[config.mk]
export PLATFORM = sky130hd
export DESIGN_NAME = phc_core
export DESIGN_NICKNAME = d
export VERILOG_FILES = /design/src/phc_pkg.sv /design/src/phc_core.sv /design/src/phc_clkout.sv
export SDC_FILE = /design/constraint.sdc
export NUM_CORES = 1
export LEC_CHECK = 0
export ABC_AREA = 1
export BUFFER_PORTS_ARGS = -buffer_cell sky130_fd_sc_hd__buf_2
export CAP_MARGIN = 20
export CORE_ASPECT_RATIO = 1.1
export CORE_UTILIZATION = 55
export CTS_CLUSTER_DIAMETER = 40
export DETAILED_ROUTE_END_ITERATION = 8
export PLACE_DENSITY = 0.77
export REMOVE_ABC_BUFFERS = 1
export SLEW_MARGIN = 20
export SYNTH_ARGS = -nofsm -noshare
export SYNTH_HDL_FRONTEND = slang
export SYNTH_HIERARCHICAL = 1
export SYNTH_SLANG_ARGS = --single-unit
[constraint.sdc]
create_clock -name clk_sys -period 3.2 [get_ports clk_sys]
set_clock_uncertainty 0.1 [all_clocks]
set_input_delay 0.32 -clock clk_sys [delete_from_list [all_inputs] [get_ports clk_sys]]
set_output_delay 0.32 -clock clk_sys [all_outputs]
set_load 0.005 [all_outputs]
[src/phc_pkg.sv]
// register map, field layout and reset values of the packet handler
// configuration block; shared by the core and the clock output divider
package phc_pkg;

  // register addresses on the serial port
  localparam logic [6:0] PHC_ADDR_BANK_SEL = 7'h00;
  localparam logic [6:0] PHC_ADDR_DIV_FIRST = 7'h06;
  localparam logic [6:0] PHC_ADDR_DIV_LAST = 7'h0B;
  localparam logic [6:0] PHC_ADDR_CLKOUT = 7'h1B;
  localparam logic [6:0] PHC_ADDR_CODING = 7'h1C;
  localparam logic [6:0] PHC_ADDR_NODE = 7'h1D;
  localparam logic [6:0] PHC_ADDR_FORMAT = 7'h1E;
  localparam logic [6:0] PHC_ADDR_FIFO = 7'h1F;

  // reset values
  localparam logic [7:0] PHC_RST_BANK_SEL = 8'h00;
  localparam logic [7:0] PHC_RST_DIV = 8'h00;
  localparam logic [7:0] PHC_RST_CLKOUT = 8'hBC;
  localparam logic [7:0] PHC_RST_CODING = 8'h00;
  localparam logic [7:0] PHC_RST_NODE = 8'h00;
  localparam logic [7:0] PHC_RST_FORMAT = 8'h48;
  localparam logic [7:0] PHC_RST_FIFO = 8'h00;
  localparam logic [7:0] PHC_RD_UNMAPPED = 8'h00;

  // field positions
  localparam int PHC_BIT_CLKOUT_ON = 7;
  localparam int PHC_CLKDIV_HI = 6;
  localparam int PHC_CLKDIV_LO = 2;
  localparam int PHC_BIT_MANCH = 7;
  localparam int PHC_LEN_HI = 6;
  localparam int PHC_BIT_VARLEN = 7;
  localparam int PHC_PRE_HI = 6;
  localparam int PHC_PRE_LO = 5;
  localparam int PHC_BIT_WHITEN = 4;
  localparam int PHC_BIT_CRC_ON = 3;
  localparam int PHC_FILT_HI = 2;
  localparam int PHC_FILT_LO = 1;
  localparam int PHC_BIT_CRC_STAT = 0;
  localparam int PHC_BIT_KEEP_FIFO = 7;
  localparam int PHC_BIT_STBY_READ = 6;
  localparam int PHC_BIT_BANK = 0;

  // address filter modes
  localparam logic [1:0] PHC_FILT_OFF = 2'h0;
  localparam logic [1:0] PHC_FILT_NODE = 2'h1;
  localparam logic [1:0] PHC_FILT_NODE_BC0 = 2'h2;

  // broadcast addresses
  localparam logic [7:0] PHC_BCAST_ZERO = 8'h00;
  localparam logic [7:0] PHC_BCAST_ONES = 8'hFF;

  // serial framing and divider bank sizes
  localparam logic [2:0] PHC_LAST_BIT = 3'h7;
  localparam int PHC_DIV_REGS = 6;
  localparam int PHC_DIV_PER_BANK = 3;

  // serial port state machine, one-hot
  typedef enum logic [2:0] {
    PHC_SPI_IDLE = 3'b001,
    PHC_SPI_CMD = 3'b010,
    PHC_SPI_DATA = 3'b100
  } phc_spi_state_t;

endpackage

[src/phc_core.sv]
// packet handler configuration core: serial register port, packet
// handling controls, address filter, crc policy and clock output
// assumes serial pins are asynchronous; datapath strobes share clk_sys
`timescale 1ns/10ps

// Functional notes
// - reference clock pin driven only while clock output enable is set
// - divider field 0 gives crystal clock, else crystal over twice field
// - manchester encode and decode only while its enable bit is set
// - fixed format uses the length field as exact payload length
// - variable format: length field caps receive, ignored on transmit
// - node address register resets to zero, used by the filter
// - preamble field selects one to four transmitted bytes
// - whitening and dewhitening only while its enable bit is set
// - crc appended and checked while crc enable set, default on
// - filter accepts all, node, node or zero, node zero or ones
// - read-only status bit shows last crc outcome, one is pass
// - failed crc clears the fifo unless the keep bit is set
// - standby fifo direction bit: zero write, one read
// - two banks of three eight-bit divider registers at six to eleven
// - one serial write switches the active divider bank
// - receive channel may change with the receiver kept powered
module phc_core
  import phc_pkg::*;
(
  input wire logic clk_sys,
  input wire logic rstn,
  input wire logic spi_cs_n,
  input wire logic spi_sck,
  input wire logic spi_mosi,
  output logic spi_miso,
  output logic spi_miso_oe,
  output logic ref_clk_out,
  output logic ref_clk_oe,
  output logic manchester_en,
  output logic whitening_en,
  output logic crc_en,
  output logic variable_length,
  output logic [6:0] tx_payload_len,
  output logic tx_len_from_packet,
  output logic [2:0] preamble_bytes,
  input wire logic rx_addr_valid,
  input wire logic [7:0] rx_addr,
  output logic rx_addr_accept,
  output logic rx_addr_reject,
  input wire logic rx_len_valid,
  input wire logic [6:0] rx_len,
  output logic rx_len_reject,
  input wire logic rx_crc_done,
  input wire logic rx_crc_ok,
  output logic fifo_clear,
  input wire logic standby_mode,
  output logic fifo_stby_write_en,
  output logic fifo_stby_read_en,
  output logic [7:0] synth_r_div,
  output logic [7:0] synth_p_div,
  output logic [7:0] synth_s_div,
  input wire logic rx_active,
  output logic rx_hop_req,
  input wire logic synth_lock,
  output logic synth_lock_irq
);

  // pin synchronisers; the first stage feeds only the second
  logic [1:0] cs_n_sync;
  logic [2:0] sck_sync;
  logic [1:0] mosi_sync;

  always_ff @(posedge clk_sys) begin
    if (!rstn) begin
      cs_n_sync <= 2'b11;
      sck_sync <= 3'b000;
      mosi_sync <= 2'b00;
    end else begin
      cs_n_sync <= {cs_n_sync[0], spi_cs_n};
      sck_sync <= {sck_sync[1:0], spi_sck};
      mosi_sync <= {mosi_sync[0], spi_mosi};
    end
  end

  wire cs_act = ~cs_n_sync[1];
  wire sck_rise = sck_sync[1] & ~sck_sync[2];
  wire mosi_bit = mosi_sync[1];

  // serial port state
  phc_spi_state_t state_reg;
  phc_spi_state_t state_next;
  logic [2:0] bit_reg;
  logic [6:0] shift_reg;
  logic [7:0] tx_reg;
  logic [7:0] tx_next;
  logic read_reg;
  logic [6:0] addr_reg;
  logic [6:0] addr_next;
  logic wr_en_reg;
  logic [6:0] wr_addr_reg;
  logic [7:0] wr_data_reg;

  wire byte_done = sck_rise && (bit_reg == PHC_LAST_BIT);
  wire [7:0] rx_byte = {shift_reg, mosi_bit};
  wire cmd_done = byte_done && (state_reg == PHC_SPI_CMD);
  wire data_done = byte_done && (state_reg == PHC_SPI_DATA);
  wire [6:0] rd_addr = cmd_done ? rx_byte[6:0] : addr_reg + 7'h01;

  // configuration registers
  logic [7:0] bank_reg;
  logic [7:0] div_reg [0:PHC_DIV_REGS-1];
  logic [7:0] clkout_reg;
  logic [7:0] coding_reg;
  logic [7:0] node_reg;
  logic [7:0] format_reg;
  logic [7:0] fifo_reg;
  logic crc_stat_reg;
  logic [7:0] rd_data;

  // index within the divider block, offset truncated to three bits
  function automatic logic [2:0] div_index(input logic [6:0] a);
    logic [6:0] d;
    d = a - PHC_ADDR_DIV_FIRST;
    return d[2:0];
  endfunction

  function automatic logic in_div(input logic [6:0] a);
    return (a >= PHC_ADDR_DIV_FIRST) && (a <= PHC_ADDR_DIV_LAST);
  endfunction

  // read decode; unmapped addresses answer zero
  wire [7:0] format_rd = {format_reg[7:1], crc_stat_reg};
  assign rd_data =
    (rd_addr == PHC_ADDR_BANK_SEL) ? bank_reg :
    in_div(rd_addr) ? div_reg[div_index(rd_addr)] :
    (rd_addr == PHC_ADDR_CLKOUT) ? clkout_reg :
    (rd_addr == PHC_ADDR_CODING) ? coding_reg :
    (rd_addr == PHC_ADDR_NODE) ? node_reg :
    (rd_addr == PHC_ADDR_FORMAT) ? format_rd :
    (rd_addr == PHC_ADDR_FIFO) ? fifo_reg : PHC_RD_UNMAPPED;

  // command byte: bit 7 read, 6..0 address; data bytes auto-increment
  always_comb begin
    state_next = state_reg;
    addr_next = addr_reg;
    tx_next = tx_reg;
    if (!cs_act) begin
      state_next = PHC_SPI_IDLE;
    end else begin
      case (state_reg)
        PHC_SPI_IDLE: begin
          state_next = PHC_SPI_CMD;
        end
        PHC_SPI_CMD: begin
          if (cmd_done) begin
            state_next = PHC_SPI_DATA;
            addr_next = rx_byte[6:0];
            tx_next = rd_data;
          end
        end
        PHC_SPI_DATA: begin
          if (data_done) begin
            addr_next = addr_reg + 7'h01;
            tx_next = rd_data;
          end else if (sck_rise) begin
            tx_next = {tx_reg[6:0], 1'b0};
          end
        end
        default: begin
          state_next = PHC_SPI_IDLE;
        end
      endcase
    end
  end

  always_ff @(posedge clk_sys) begin
    if (!rstn) begin
      state_reg <= PHC_SPI_IDLE;
      addr_reg <= 7'h00;
      tx_reg <= 8'h00;
    end else begin
      state_reg <= state_next;
      addr_reg <= addr_next;
      tx_reg <= tx_next;
    end
  end

  // bit counter and shifter restart with every chip select
  always_ff @(posedge clk_sys) begin
    if (!rstn || !cs_act) begin
      bit_reg <= 3'h0;
      shift_reg <= 7'h00;
    end else if (sck_rise) begin
      bit_reg <= bit_reg + 3'h1;
      shift_reg <= rx_byte[6:0];
    end
  end

  // direction latched from the command byte
  always_ff @(posedge clk_sys) begin
    if (!rstn) begin
      read_reg <= 1'b0;
    end else if (cmd_done) begin
      read_reg <= rx_byte[7];
    end
  end

  // write strobe one cycle after the last data bit
  always_ff @(posedge clk_sys) begin
    if (!rstn) begin
      wr_en_reg <= 1'b0;
      wr_addr_reg <= 7'h00;
      wr_data_reg <= 8'h00;
    end else begin
      wr_en_reg <= data_done && !read_reg;
      wr_addr_reg <= addr_reg;
      wr_data_reg <= rx_byte;
    end
  end

  // miso drives only during the data phase of a read
  assign spi_miso = tx_reg[7];
  assign spi_miso_oe = cs_act && read_reg && (state_reg == PHC_SPI_DATA);

  wire wr_bank = wr_en_reg && (wr_addr_reg == PHC_ADDR_BANK_SEL);
  wire wr_div = wr_en_reg && in_div(wr_addr_reg);
  wire wr_clk = wr_en_reg && (wr_addr_reg == PHC_ADDR_CLKOUT);
  wire wr_cod = wr_en_reg && (wr_addr_reg == PHC_ADDR_CODING);
  wire wr_node = wr_en_reg && (wr_addr_reg == PHC_ADDR_NODE);
  wire wr_fmt = wr_en_reg && (wr_addr_reg == PHC_ADDR_FORMAT);
  wire wr_fifo = wr_en_reg && (wr_addr_reg == PHC_ADDR_FIFO);

  // register file writes
  always_ff @(posedge clk_sys) begin
    if (!rstn) begin
      bank_reg <= PHC_RST_BANK_SEL;
      clkout_reg <= PHC_RST_CLKOUT;
      coding_reg <= PHC_RST_CODING;
      node_reg <= PHC_RST_NODE;
      format_reg <= PHC_RST_FORMAT;
      fifo_reg <= PHC_RST_FIFO;
    end else begin
      if (wr_bank) bank_reg <= wr_data_reg;
      if (wr_clk) clkout_reg <= wr_data_reg;
      if (wr_cod) coding_reg <= wr_data_reg;
      if (wr_node) node_reg <= wr_data_reg;
      if (wr_fmt) format_reg <= wr_data_reg; // status bit is shadowed
      if (wr_fifo) fifo_reg <= wr_data_reg;
    end
  end

  // synthesizer divider banks, two sets of three
  always_ff @(posedge clk_sys) begin
    if (!rstn) begin
      for (int i = 0; i < PHC_DIV_REGS; i++) begin
        div_reg[i] <= PHC_RST_DIV;
      end
    end else if (wr_div) begin
      div_reg[div_index(wr_addr_reg)] <= wr_data_reg;
    end
  end

  // crc result only ever comes from the checker, never from a write
  always_ff @(posedge clk_sys) begin
    if (!rstn) begin
      crc_stat_reg <= 1'b0;
    end else if (rx_crc_done && crc_en) begin
      crc_stat_reg <= rx_crc_ok;
    end
  end

  // bank select switches all three dividers at once
  wire bank_hi = bank_reg[PHC_BIT_BANK];
  wire [2:0] bank_base = bank_hi ? 3'(PHC_DIV_PER_BANK) : 3'h0;
  logic bank_d_reg;
  logic [7:0] r_div_reg;
  logic [7:0] p_div_reg;
  logic [7:0] s_div_reg;

  always_ff @(posedge clk_sys) begin
    if (!rstn) begin
      r_div_reg <= PHC_RST_DIV;
      p_div_reg <= PHC_RST_DIV;
      s_div_reg <= PHC_RST_DIV;
      bank_d_reg <= 1'b0;
    end else begin
      r_div_reg <= div_reg[bank_base];
      p_div_reg <= div_reg[bank_base + 3'h1];
      s_div_reg <= div_reg[bank_base + 3'h2];
      bank_d_reg <= bank_hi;
    end
  end

  assign synth_r_div = r_div_reg;
  assign synth_p_div = p_div_reg;
  assign synth_s_div = s_div_reg;

  // a bank change with the receiver up retunes without a power cycle;
  // faster than a full restart at the cost of receiver current
  logic hop_reg;
  always_ff @(posedge clk_sys) begin
    if (!rstn) begin
      hop_reg <= 1'b0;
    end else begin
      hop_reg <= rx_active && (bank_hi != bank_d_reg);
    end
  end
  assign rx_hop_req = hop_reg;

  // lock indicator forwarded for the host's interrupt pin
  logic lock_reg;
  always_ff @(posedge clk_sys) begin
    if (!rstn) begin
      lock_reg <= 1'b0;
    end else begin
      lock_reg <= synth_lock;
    end
  end
  assign synth_lock_irq = lock_reg;

  // packet handling controls straight from the registers
  assign manchester_en = coding_reg[PHC_BIT_MANCH];
  assign whitening_en = format_reg[PHC_BIT_WHITEN];
  assign crc_en = format_reg[PHC_BIT_CRC_ON];
  assign variable_length = format_reg[PHC_BIT_VARLEN];
  assign tx_payload_len = coding_reg[PHC_LEN_HI:0];
  assign tx_len_from_packet = variable_length;
  assign preamble_bytes =
    {1'b0, format_reg[PHC_PRE_HI:PHC_PRE_LO]} + 3'h1;
  assign fifo_stby_write_en =
    standby_mode && !fifo_reg[PHC_BIT_STBY_READ];
  assign fifo_stby_read_en =
    standby_mode && fifo_reg[PHC_BIT_STBY_READ];

  // address filter decision
  wire [1:0] filt = format_reg[PHC_FILT_HI:PHC_FILT_LO];
  wire hit_node = (rx_addr == node_reg);
  wire hit_zero = (rx_addr == PHC_BCAST_ZERO);
  wire hit_ones = (rx_addr == PHC_BCAST_ONES);
  wire addr_ok =
    (filt == PHC_FILT_OFF) ? 1'b1 :
    (filt == PHC_FILT_NODE) ? hit_node :
    (filt == PHC_FILT_NODE_BC0) ? (hit_node || hit_zero) :
    (hit_node || hit_zero || hit_ones);

  // length check: fixed mode must match, variable mode is a ceiling
  wire len_bad = variable_length ? (rx_len > tx_payload_len) :
                 (rx_len != tx_payload_len);

  // a failed crc flushes the fifo unless the keep bit is set
  wire crc_flush = rx_crc_done && crc_en && !rx_crc_ok &&
                   !fifo_reg[PHC_BIT_KEEP_FIFO];

  logic acc_reg;
  logic rej_reg;
  logic len_rej_reg;
  logic clr_reg;
  always_ff @(posedge clk_sys) begin
    if (!rstn) begin
      acc_reg <= 1'b0;
      rej_reg <= 1'b0;
      len_rej_reg <= 1'b0;
      clr_reg <= 1'b0;
    end else begin
      acc_reg <= rx_addr_valid && addr_ok;
      rej_reg <= rx_addr_valid && !addr_ok;
      len_rej_reg <= rx_len_valid && len_bad;
      clr_reg <= crc_flush;
    end
  end

  assign rx_addr_accept = acc_reg;
  assign rx_addr_reject = rej_reg;
  assign rx_len_reject = len_rej_reg;
  assign fifo_clear = clr_reg;

  // reference clock output
  phc_clkout u_clkout (
    .clk_sys(clk_sys),
    .rstn(rstn),
    .clk_en(clkout_reg[PHC_BIT_CLKOUT_ON]),
    .clk_div(clkout_reg[PHC_CLKDIV_HI:PHC_CLKDIV_LO]),
    .clk_out(ref_clk_out),
    .clk_oe(ref_clk_oe)
  );

endmodule

[src/phc_clkout.sv]
// reference clock output: divides clk_sys by twice the divider field; field zero passes clk_sys
// assumes clk_sys is the crystal reference clock and rstn is synchronous
`timescale 1ns/10ps
module phc_clkout
  import phc_pkg::*;
(
  input wire logic clk_sys,
  input wire logic rstn,
  input wire logic clk_en,
  input wire logic [4:0] clk_div,
  output logic clk_out,
  output logic clk_oe
);

  logic [4:0] cnt_reg;
  logic [4:0] cnt_next;
  logic tog_reg;
  logic tog_next;
  logic en_reg;
  wire div_zero = (clk_div == 5'h00);
  wire cnt_wrap = (cnt_reg >= clk_div - 5'h01);

  // half-period counter; wrap also catches a divider lowered mid-count
  assign cnt_next = (cnt_wrap || div_zero) ? 5'h00 : cnt_reg + 5'h01;
  assign tog_next = (!en_reg || div_zero) ? 1'b0 :
                    (cnt_wrap ? ~tog_reg : tog_reg);

  always_ff @(posedge clk_sys) begin
    if (!rstn) begin
      cnt_reg <= 5'h00;
      tog_reg <= 1'b0;
      en_reg <= 1'b0;
    end else begin
      cnt_reg <= cnt_next;
      tog_reg <= tog_next;
      en_reg <= clk_en;
    end
  end

  // undivided case gates the reference itself; the enable is registered
  // so the gate only changes while clk_sys is high, limiting glitches
  assign clk_out = div_zero ? (clk_sys & en_reg) : tog_reg;
  assign clk_oe = en_reg;

endmodule

* Yosys cells after proc, flatten, opt, wreduce, memory -nomap -nowiden
Memories as Yosys holds them, arrays and structs flattened. A register that Yosys moved wholly into a read port is not among the register bits.
Index checks and enable logic that the tools add are counted.
** Word-level totals
- Register bits :: 115
- Bits in writable memories :: 48
- Input port bits :: 27
- Output and inout port bits :: 51
- Word-level logic and storage cells :: 157
- Memories :: 1
** Cells by class
- $add $sub $neg :: 9
- $lt $le $gt $ge :: 6
- Eq/ne operators :: 23
- Mux-type cells :: 30
- Bitwise operators :: 7
- Reduce and logical (&&, ||, !) cells :: 52
** Memory list
- div_reg :: words 6, width 8, read ports 4, clocked after Yosys merged registers in 3, write ports 6, RTL line phc_core.sv:107 : logic [7:0] div_reg [0:PHC_DIV_REGS-1];
** Operators with widths (number)
- $mux 8 :: 11
- $eq 7x5->1 const B :: 10
- $logic_and 1x1->1 :: 24
- $mux 7 :: 3
- $pmux 8 s2 :: 1
- $ge 7x3->1 const B :: 2
- $le 7x4->1 const B :: 2
- $logic_not 7->1 :: 2
- $pmux 7 s2 :: 1
- $logic_not 1->1 :: 10
- $mux 1 :: 10
- $pmux 3 s3 :: 1
- $eq 8x8->1 :: 1
- $eq 8x8->1 const B :: 1
- $logic_not 8->1 :: 1
- $reduce_and 4->1 :: 2
- $reduce_or 8->1 :: 1
- $add 7x1->7 const B :: 1
- $gt 7x7->1 :: 1
- $ne 7x7->1 :: 1
- $add 2x1->3 const B :: 2
- $eq 3x3->1 const B :: 2
- $mux 3 :: 2
- $reduce_or 2->1 :: 3
- other kinds (21) :: 32

* Longest topological paths before layout
Gate-level depths: netlist (run 1).
- Word-level depth :: 15
- Depth in mapped cells :: 19
- Gate-level depth less buffers :: 17

* Modules after synthesis
Netlist (run 1), hierarchy kept.
** By module, submodules not included
- phc_core :: times used 1, cells each 1100, area each 8851.0 um2, sequential area each 4544.4 um2
- phc_clkout :: times used 1, cells each 69, area each 485.5 um2, sequential area each 140.1 um2

==> results of run 1 <==
==> final cells by class <==
| cell class | count | share of cell area [%] |
|---|---|---|
| Multi-Input combinational cell | 800 | 36.04 |
| Tap cell | 204 | 2.305 |
| Clock buffer | 39 | 8.340 |
| Inverter | 114 | 3.865 |
| Clock inverter | 14 | 1.379 |
| Timing Repair Buffer | 107 | 5.763 |
| Sequential cell | 202 | 42.31 |
==> where the power goes <==
part / internal [mW] / leakage [nW] / switching (mW)
logic: 0.0737 / 2.65 / 0.111
registers: 2.69 / 1.75 / 0.0270
clock network: 2.19 / 0.528 / 1.18
==> logic make-up after synthesis <==
family          share of synthesized area [%]
compound gates                          11.42
xor+xnor                                1.126
buf+inv                                 7.411
simple gates                            27.06
flops                                   50.17
fa+ha+maj                               2.814
==> what timing repair did <==
item | 4_1_cts | 5_1_grt
endpoints found under the setup margin | 0 | 8
endpoints found under the hold margin | 10 | 0
setup buffers | 0 | 1
hold buffers | 10 | 0
resized for setup | 0 | 1
==> metal layers <==
layer / up-vias / wire [um]
li1: 4014 / -
met1: 3834 / 9667
met2: 362 / 12040
met3: 82 / 1801
met4: 0 / 942
met5: - / 0
==> worst max-delay path: stages (launching register included) <==
cell and delay (ps):
dfxtp_1 340, ha_1 150, ha_1 160, nand3_1 180, nor2_4 300, nand2_2 100
o21ai_4 130, inv_1 80, ha_1 500, inv_1 240, nand2_1 150, nand2_1 80
nand2_1 80, nand4_1 110, nand2_1 100, a21oi_1 60
==> how the worst max path moves through the flow <==
stage | from | endpoint | slack (ps) | depth (start not counted)
after CTS | bit_reg[0] | tx_reg[0] | 120 | 15
after global placement | bit_reg[0] | tx_reg[0] | 210 | 15
final | bit_reg[0] | tx_reg[3] | 200 | 15
after floorplan | bit_reg[0] | tx_reg[6] | 530 | 14
after detailed placement | bit_reg[0] | tx_reg[0] | 140 | 15
after global routing | bit_reg[0] | tx_reg[5] | 9 | 15
==> placed cells by master, fill, tap and decap left out, types with 7 or more instances in the layout <==
cell type      synthesis  final
o21ai_0               90     90
o211ai_1               8      8
a21oi_1               68     68
nor2_1               142    142
xnor2_1                9      9
edfxtp_1              64     64
nand2_2               13     13
a211oi_1               7      7
inv_2                  7      7
dlygate4sd3_1          0     10
nor3_1                11     11
nand3_1               51     51
nand4_1               18     18
clkbuf_16              0     36
ha_1                  21     21
buf_4                  5     21
nand2_1              303    303
buf_2                  7     77
inv_1                103    103
dfxtp_1              138    138
==> metrics.txt, run 1 <==
Cell Pwr Density 567.3 mW/mm2; grt ovf 0; Net count, final 1305; first-pass GRT wire length 39280 um; placed cell count 1417; Peak supply drop 418.4 uV; synth top area cells dfxtp_1 (30%), edfxtp_1 (21%), nand2_1 (12%), nor2_1 (5.7%), o21ai_0 (4.8%); fill cell count around 1300; antenna fix cells 0; Ys Warns 6; die height 138.7 um; worst slew pin tran 741.3 ps; Worst Path Required around 3600 ps; syn avg cell area 7.987 um2; Sequential Area 0.004684 mm2; antenna viol nets, final 0; IO Count 78; startpoint types flip-flop; initial antenna violation count 1; max-slew violation count 0; dpl hpwl 16400 um; crit path max fanout 11; RR Endpoint tx_reg[3]; Via Count 8292; RSZ-0062 raised after global routing false; GR peak layer met2; Place WS 138.5 ps; vias in the first global route 7975; post-synth top area share between 20% and 30%; wire per inst approximately 17 um; Fin Setup TNS 0 ps; Cells after Synth 1169; Detailed Route Iter0 Violations approximately 660; reg-to-reg slack, setup 200 ps; final period utilization 93.74%; static leakage 4.920 nW; most common cell in the netlist nand2_1; # rows 49; port bufs 77; TritonRoute pass-1 iters 7; Tot GR Track Use 28.28%; reg2reg path depth 15; number of synthesized flops with an enable pin 64; fraction of registers with async set/reset 0%; type of the most critical hold path primary input to flip-flop; dpl cell area 0.009888 mm2; Crit Path Category flip-flop to flip-flop; GR Layer Usage met3 5.324%; largest net degree at the start of global routing 78; Die X 126.2 um; routing usage on met2 49.14%; final instance area roughly 0.011 mm2; Hold Vio Cnt, Final 0; core area 0.01649 mm2; starting density of the core between 50% and 60%; max reg flops 64; Fmax roughly 330 MHz; die area 0.01750 mm2; most frequent cells after synthesis nand2_1 (303), nor2_1 (142), dfxtp_1 (138); flops & latches, synth slightly above 200; Cell Area, Synth 0.009336 mm2; maximum capacitance violations 0; met1 Use GR 33.58%; synth unique cells 49; total power 6.281 mW; CTS tree yes; share of layout cells above drive strength 1 15.75%; Slew headroom around 51%; GPL Wtd Cong a little over 0.9; CP Capture Type flip-flop; Setup violations, final 0; clock latency on the worst-skew pair 650 ps; Most used DFF post-synth dfxtp_1; Hold Crit Depth 6; synthesis-to-finish area growth 18.59%; Non-Filler Instances around 1500; WL final 24450 um; Worst-path clk slew 60 ps; vias per cell 5.603; Worst Slack Setup Final 200.2 ps; multi-input logic area between 0.003 and 0.004 mm2; Synth area leader dfxtp_1; run status completed; r2r startpoint bit_reg[0]; DRC viols 0; hold path endpoint rx_len_reject; worst path arrival time 3420 ps; register area share after synthesis 50.17%; worst hold start rx_len[6]; crit path time final ~3000 ps; Core Util, Final 67.13%; worst hold margin about 80 ps
Power figures use the tool's default switching activity.
==> run 2, diff against run 1 <==
--- a/config.mk
+++ b/config.mk
@@ -9,10 +9,10 @@
 export BUFFER_PORTS_ARGS = -buffer_cell sky130_fd_sc_hd__buf_2
 export CAP_MARGIN = 20
 export CORE_ASPECT_RATIO = 1.1
-export CORE_UTILIZATION = 55
+export CORE_UTILIZATION = 29
 export CTS_CLUSTER_DIAMETER = 40
 export DETAILED_ROUTE_END_ITERATION = 8
-export PLACE_DENSITY = 0.77
+export PLACE_DENSITY = 0.49
 export REMOVE_ABC_BUFFERS = 1
 export SLEW_MARGIN = 20
 export SYNTH_ARGS = -nofsm -noshare
==> constraint.sdc (replaced) <==
create_clock -name clk_sys -period 2.57 [get_ports clk_sys]
set_clock_uncertainty 0.1 [all_clocks]
set_input_delay 0.257 -clock clk_sys [delete_from_list [all_inputs] [get_ports clk_sys]]
set_output_delay 0.257 -clock clk_sys [all_outputs]
set_load 0.005 [all_outputs]
==> metrics.txt, run 2 (same netlist as run 1, synthesis figures left out) <==
vias per cell 4.665; max-slew violation count 0; first-pass GRT wire length approximately 44000 um; reg-to-reg slack, setup 150 ps; final period utilization between 90% and 100%; Detailed Route Iter0 Violations about 540; Crit Path Category flip-flop to flip-flop; Worst Slack Setup Final 149.5 ps; Sequential Area 0.004686 mm2; RR Endpoint tx_reg[5]; CP max stage cell dfxtp_2; final instance area between 0.01 and 0.015 mm2; Non-Filler Instances approximately 1800; Die X about 170 um; Core Util, Final between 30% and 40%; CTS tree yes; Slew headroom 51.12%; CP Capture Type flip-flop; initial antenna violation count 1; CP cell instances ha_1 > ha_2 > nand3_2 > nor2_4 > buf_12 > nand2_1 > nand2_2 > nand3_4 > nor2_4 > buf_12 > nand3_1 > nand3_2 > nor2_1 > nand4_1 > nand2_1 > a21oi_1; vias in the first global route roughly 8000; grt ovf 0; Hold Crit Depth 5; Fin Setup TNS 0 ps; Tot GR Track Use 17.20%; die area between 0.03 and 0.04 mm2; core area 0.03157 mm2; Fmax a little over 400 MHz; reg2reg path depth 16; die height approximately 190 um; largest net degree at the start of global routing 64; DRC viols 0; most frequent cells in the layout nand2_1 (295), nor2_1 (138), dfxtp_1 (137); r2r startpoint bit_reg[0]; static leakage around 5.3 nW; dpl cell area 0.01043 mm2; commonest non-fill, non-tap cell in the layout nand2_1; startpoint types flip-flop; total power ~8.8 mW; max reg flops 64; placed cell count 1657; crit path time final 2420 ps; worst path arrival time 2870 ps; worst slew pin tran 732.4 ps; Place WS -2.911 ps; share of layout cells above drive strength 1 20.51%; Net count, final 1350; Worst Path Required 3020 ps; WL final 28500 um; antenna fix cells 0; Worst-path clk slew approximately 50 ps; antenna viol nets, final 0; wire per inst roughly 16 um; run status completed; multi-input logic area 0.004109 mm2; Hold Vio Cnt, Final 0; worst hold start rx_addr[2]; Setup violations, final 0; TritonRoute pass-1 iters 5; starting density of the core 29.58%; Peak supply drop 655.6 uV; Via Count between 8000 and 9000; synthesis-to-finish area growth 30.59%; IO Count 78; Cell Pwr Density 725.0 mW/mm2; worst hold margin 39.22 ps; GPL Wtd Cong 0.8855; port bufs 77; maximum capacitance violations 0; dpl hpwl 19510 um; type of the most critical hold path primary input to flip-flop; crit path launch bit_reg[0]; RSZ-0062 raised after global routing true; clock latency on the worst-skew pair 630 ps; CP max stage delay 330 ps; fill cell count roughly 3200; # rows just under 70; hold path endpoint rx_addr_reject; crit path max fanout 19
[run 2: layout make-up]
cell class | count | area share (%)
Multi-Input combinational cell | 801 | 33.70
Tap cell | 420 | 4.310
Sequential cell | 202 | 38.43
Clock inverter | 23 | 1.806
Inverter | 114 | 3.510
Clock buffer | 50 | 9.389
Timing Repair Buffer | 141 | 8.856
[run 2: what timing repair did]
item / in CTS / in global routing
endpoints found under the setup margin: 0 / 16
hold endpoints to repair: 24 / 0
hold buffers: 13 / 0
gates resized for setup: 0 / 36
buffers inserted: 0 / 4
[run 2: worst max-delay path by stage]
stage / endpoint / slack, ps / cells past startpoint
after floorplan: tx_reg[6] / -100 / 14
after global placement: tx_reg[1] / 30 / 14
after detailed placement: tx_reg[1] / -3 / 15
after CTS: tx_reg[1] / 0.1 / 15
after global routing: tx_reg[7] / -20 / 16
final: tx_reg[5] / 150 / 16
[run 2: per-layer routing]
layer  wire (um)  up-vias  track usage [%]
met1       13010     3796            22.29
met5           0        -                0
met2       13490      204            28.88
met4         677        0            5.548
met3        1328       51            3.137
li1            -     4117                -
[run 2: worst max-delay path: cells and delay by family, from the launching register on]
| kind | cells | cell delay, ps |
|---|---|---|
| buf+inv | 2 | 310 |
| flops | 1 | 330 |
| simple gates | 11 | 1160 |
| fa+ha+maj | 2 | 330 |
| compound gates | 1 | 140 |
[run 2: report_power, final]
part | leakage [nW] | internal (mW) | switching [mW]
logic | 2.92 | 0.0989 | 0.146
clock network | 0.657 | 3.39 | 1.81
registers | 1.75 | 3.36 | 0.0382
total | 5.32 | 6.85 | 1.99
==> run 3, diff against run 2 <==
--- a/config.mk
+++ b/config.mk
@@ -10,9 +10,10 @@
 export CAP_MARGIN = 20
 export CORE_ASPECT_RATIO = 1.1
 export CORE_UTILIZATION = 29
+export CTS_BUF_LIST = sky130_fd_sc_hd__clkbuf_8
 export CTS_CLUSTER_DIAMETER = 40
 export DETAILED_ROUTE_END_ITERATION = 8
-export PLACE_DENSITY = 0.49
+export PLACE_DENSITY = 0.48
 export REMOVE_ABC_BUFFERS = 1
 export SLEW_MARGIN = 20
 export SYNTH_ARGS = -nofsm -noshare
==> constraint.sdc (replaced) <==
create_clock -name clk_sys -period 2.9 [get_ports clk_sys]
set_clock_uncertainty 0.1 [all_clocks]
set_input_delay 0.29 -clock clk_sys [delete_from_list [all_inputs] [get_ports clk_sys]]
set_output_delay 0.29 -clock clk_sys [all_outputs]
set_load 0.005 [all_outputs]
==> metrics.txt, run 3 (same netlist as run 1, synthesis figures left out) <==
Die X 173.1 um; combinational power share under 10%; first-pass GRT wire length 43450 um; IO Count 78; vias per cell ~4.6; Reg power frac 45.4%; final period utilization 92.40%; Cell Pwr Density ~580 mW/mm2; Worst Slack Setup Final about 220 ps; largest net degree at the start of global routing 51; core area between 0.03 and 0.04 mm2; initial antenna violation count 0; grt ovf 0; Worst Path Required 3330 ps; startpoint types flip-flop; dpl hpwl 19430 um; CP Capture Type flip-flop; fill cell count 3315; RSZ-0062 raised after global routing false; run status completed; starting density of the core 29.58%; Net Sw Frac 22.82%; die height 190.2 um; die area about 0.033 mm2; hold path endpoint rx_addr_reject; maximum capacitance violations 0; synthesis-to-finish area growth 22.85%; worst slew pin tran 737.8 ps; worst hold start rx_addr[2]; TritonRoute pass-1 iters 5; Fin Setup TNS 0 ps; CTS tree yes; Setup violations, final 0; static leakage 5.040 nW; worst path arrival time 3110 ps; vias in the first global route between 7000 and 8000; reg-to-reg slack, setup ~220 ps; dpl cell area 0.01029 mm2; cell-internal power 5.109 mW; Slew headroom ~51%; # rows 68; Via Count 8044; WL final 27690 um; Detailed Route Iter0 Violations 455; max reg flops 64; type of the most critical hold path primary input to flip-flop; commonest non-fill, non-tap cell in the layout nand2_1; final instance area 0.01147 mm2; Peak supply drop between 200 and 300 uV; Net count, final 1337; Hold Crit Depth 5; max-slew violation count 0; wire per inst 15.89 um; DRC viols 0; reg2reg path depth 15; antenna fix cells 0; most frequent cells in the layout nand2_1 (302), nor2_1 (141), dfxtp_1 (138); Fmax about 370 MHz; Hold Vio Cnt, Final 0; crit path max fanout 9; GPL Wtd Cong around 0.8; RR Endpoint tx_reg[1]; r2r startpoint bit_reg[0]; crit path time final 2680 ps; Tot GR Track Use 16.92%; total power 6.620 mW; share of layout cells above drive strength 1 18.29%; P_sw 1.511 mW; port bufs 77; clock latency on the worst-skew pair 670 ps; Place WS slightly below 40 ps; antenna viol nets, final 0; Worst-path clk slew 50 ps; worst hold margin 42.91 ps; Clk pwr share 51.4%; Crit Path Category flip-flop to flip-flop
[run 3: cell count changes in the layout (fill, tap and decap cells not counted), moves of 7 or more]
| cell | previous run | this run |
|---|---|---|
| inv_1 | 102 | 113 |
| clkbuf_8 | 2 | 57 |
| clkbuf_16 | 48 | 0 |
| inv_6 | 8 | 1 |
| nand2_1 | 295 | 302 |
[run 3: final cells by class]
class	count	area [um2]	share of cell area [%]
repair buffers	123	825.8	7.200
flip-flops and latches	202	4684	40.84
inverters	114	427.9	3.731
multi-input cells	801	4004	34.91
clock buffers	58	789.5	6.883
clock inverters	25	212.7	1.854
well taps	420	525.5	4.582
[run 3: per-stage QoR]
stage | std cells | utilization (%)
CTS | 1738 | 36.10
detailed placement | 1645 | 32.59
floorplan | 1116 | -
global placement | 1645 | 32.59
finish | 1743 | 36.34
global route | 1743 | 36.34
[run 3: worst max-delay path by stage]
stage	from	endpoint	slack [ps]	depth (start not counted)
floorplan	bit_reg[0]	tx_reg[6]	230	14
global placement	bit_reg[0]	tx_reg[0]	130	14
finish	bit_reg[0]	tx_reg[1]	220	15
detailed placement	bit_reg[0]	tx_reg[0]	40	14
global route	bit_reg[0]	tx_reg[7]	1	14
CTS	bit_reg[0]	tx_reg[5]	30	14
[run 3: what timing repair did]
| item | 4_1_cts | 5_1_grt |
|---|---|---|
| hold endpoints to repair | 11 | 0 |
| setup endpoints to repair | 0 | 8 |
| gates resized for setup | 0 | 4 |
| hold buffers | 11 | 0 |
| setup buffers | 0 | 4 |
[run 3: worst max-delay path, cell delays in order (launching register included)]
cell and delay (ps):
dfxtp_1 320, ha_1 200, ha_1 190, nand3_1 190
nor2_4 110, buf_4 170, o21ai_4 190, inv_1 70
ha_2 420, inv_1 150, nand2_1 90, nand2_1 60
nand2_1 80, nand4_1 100, nand2_1 70, a21oi_1 50
[run 3: metal layers]
layer  wire length [um]  track usage (%)  vias to the layer above
li1                   -                -                     4090
met1              12520            21.35                     3730
met2              13370            29.25                      170
met3               1219            3.018                       54
met4                580            5.378                        0
met5                  0                0                        -
[run 3: power by group through the flow]
stage	Sequential, mW	Combinational, mW	Clock (mW)
global route	3.01	0.241	3.63
floorplan	3.05	0.0916	0.00283
global placement	3.06	0.202	0.00283
detailed placement	3.06	0.203	0.00283
finish	3.00	0.212	3.41
CTS	3.00	0.215	3.49
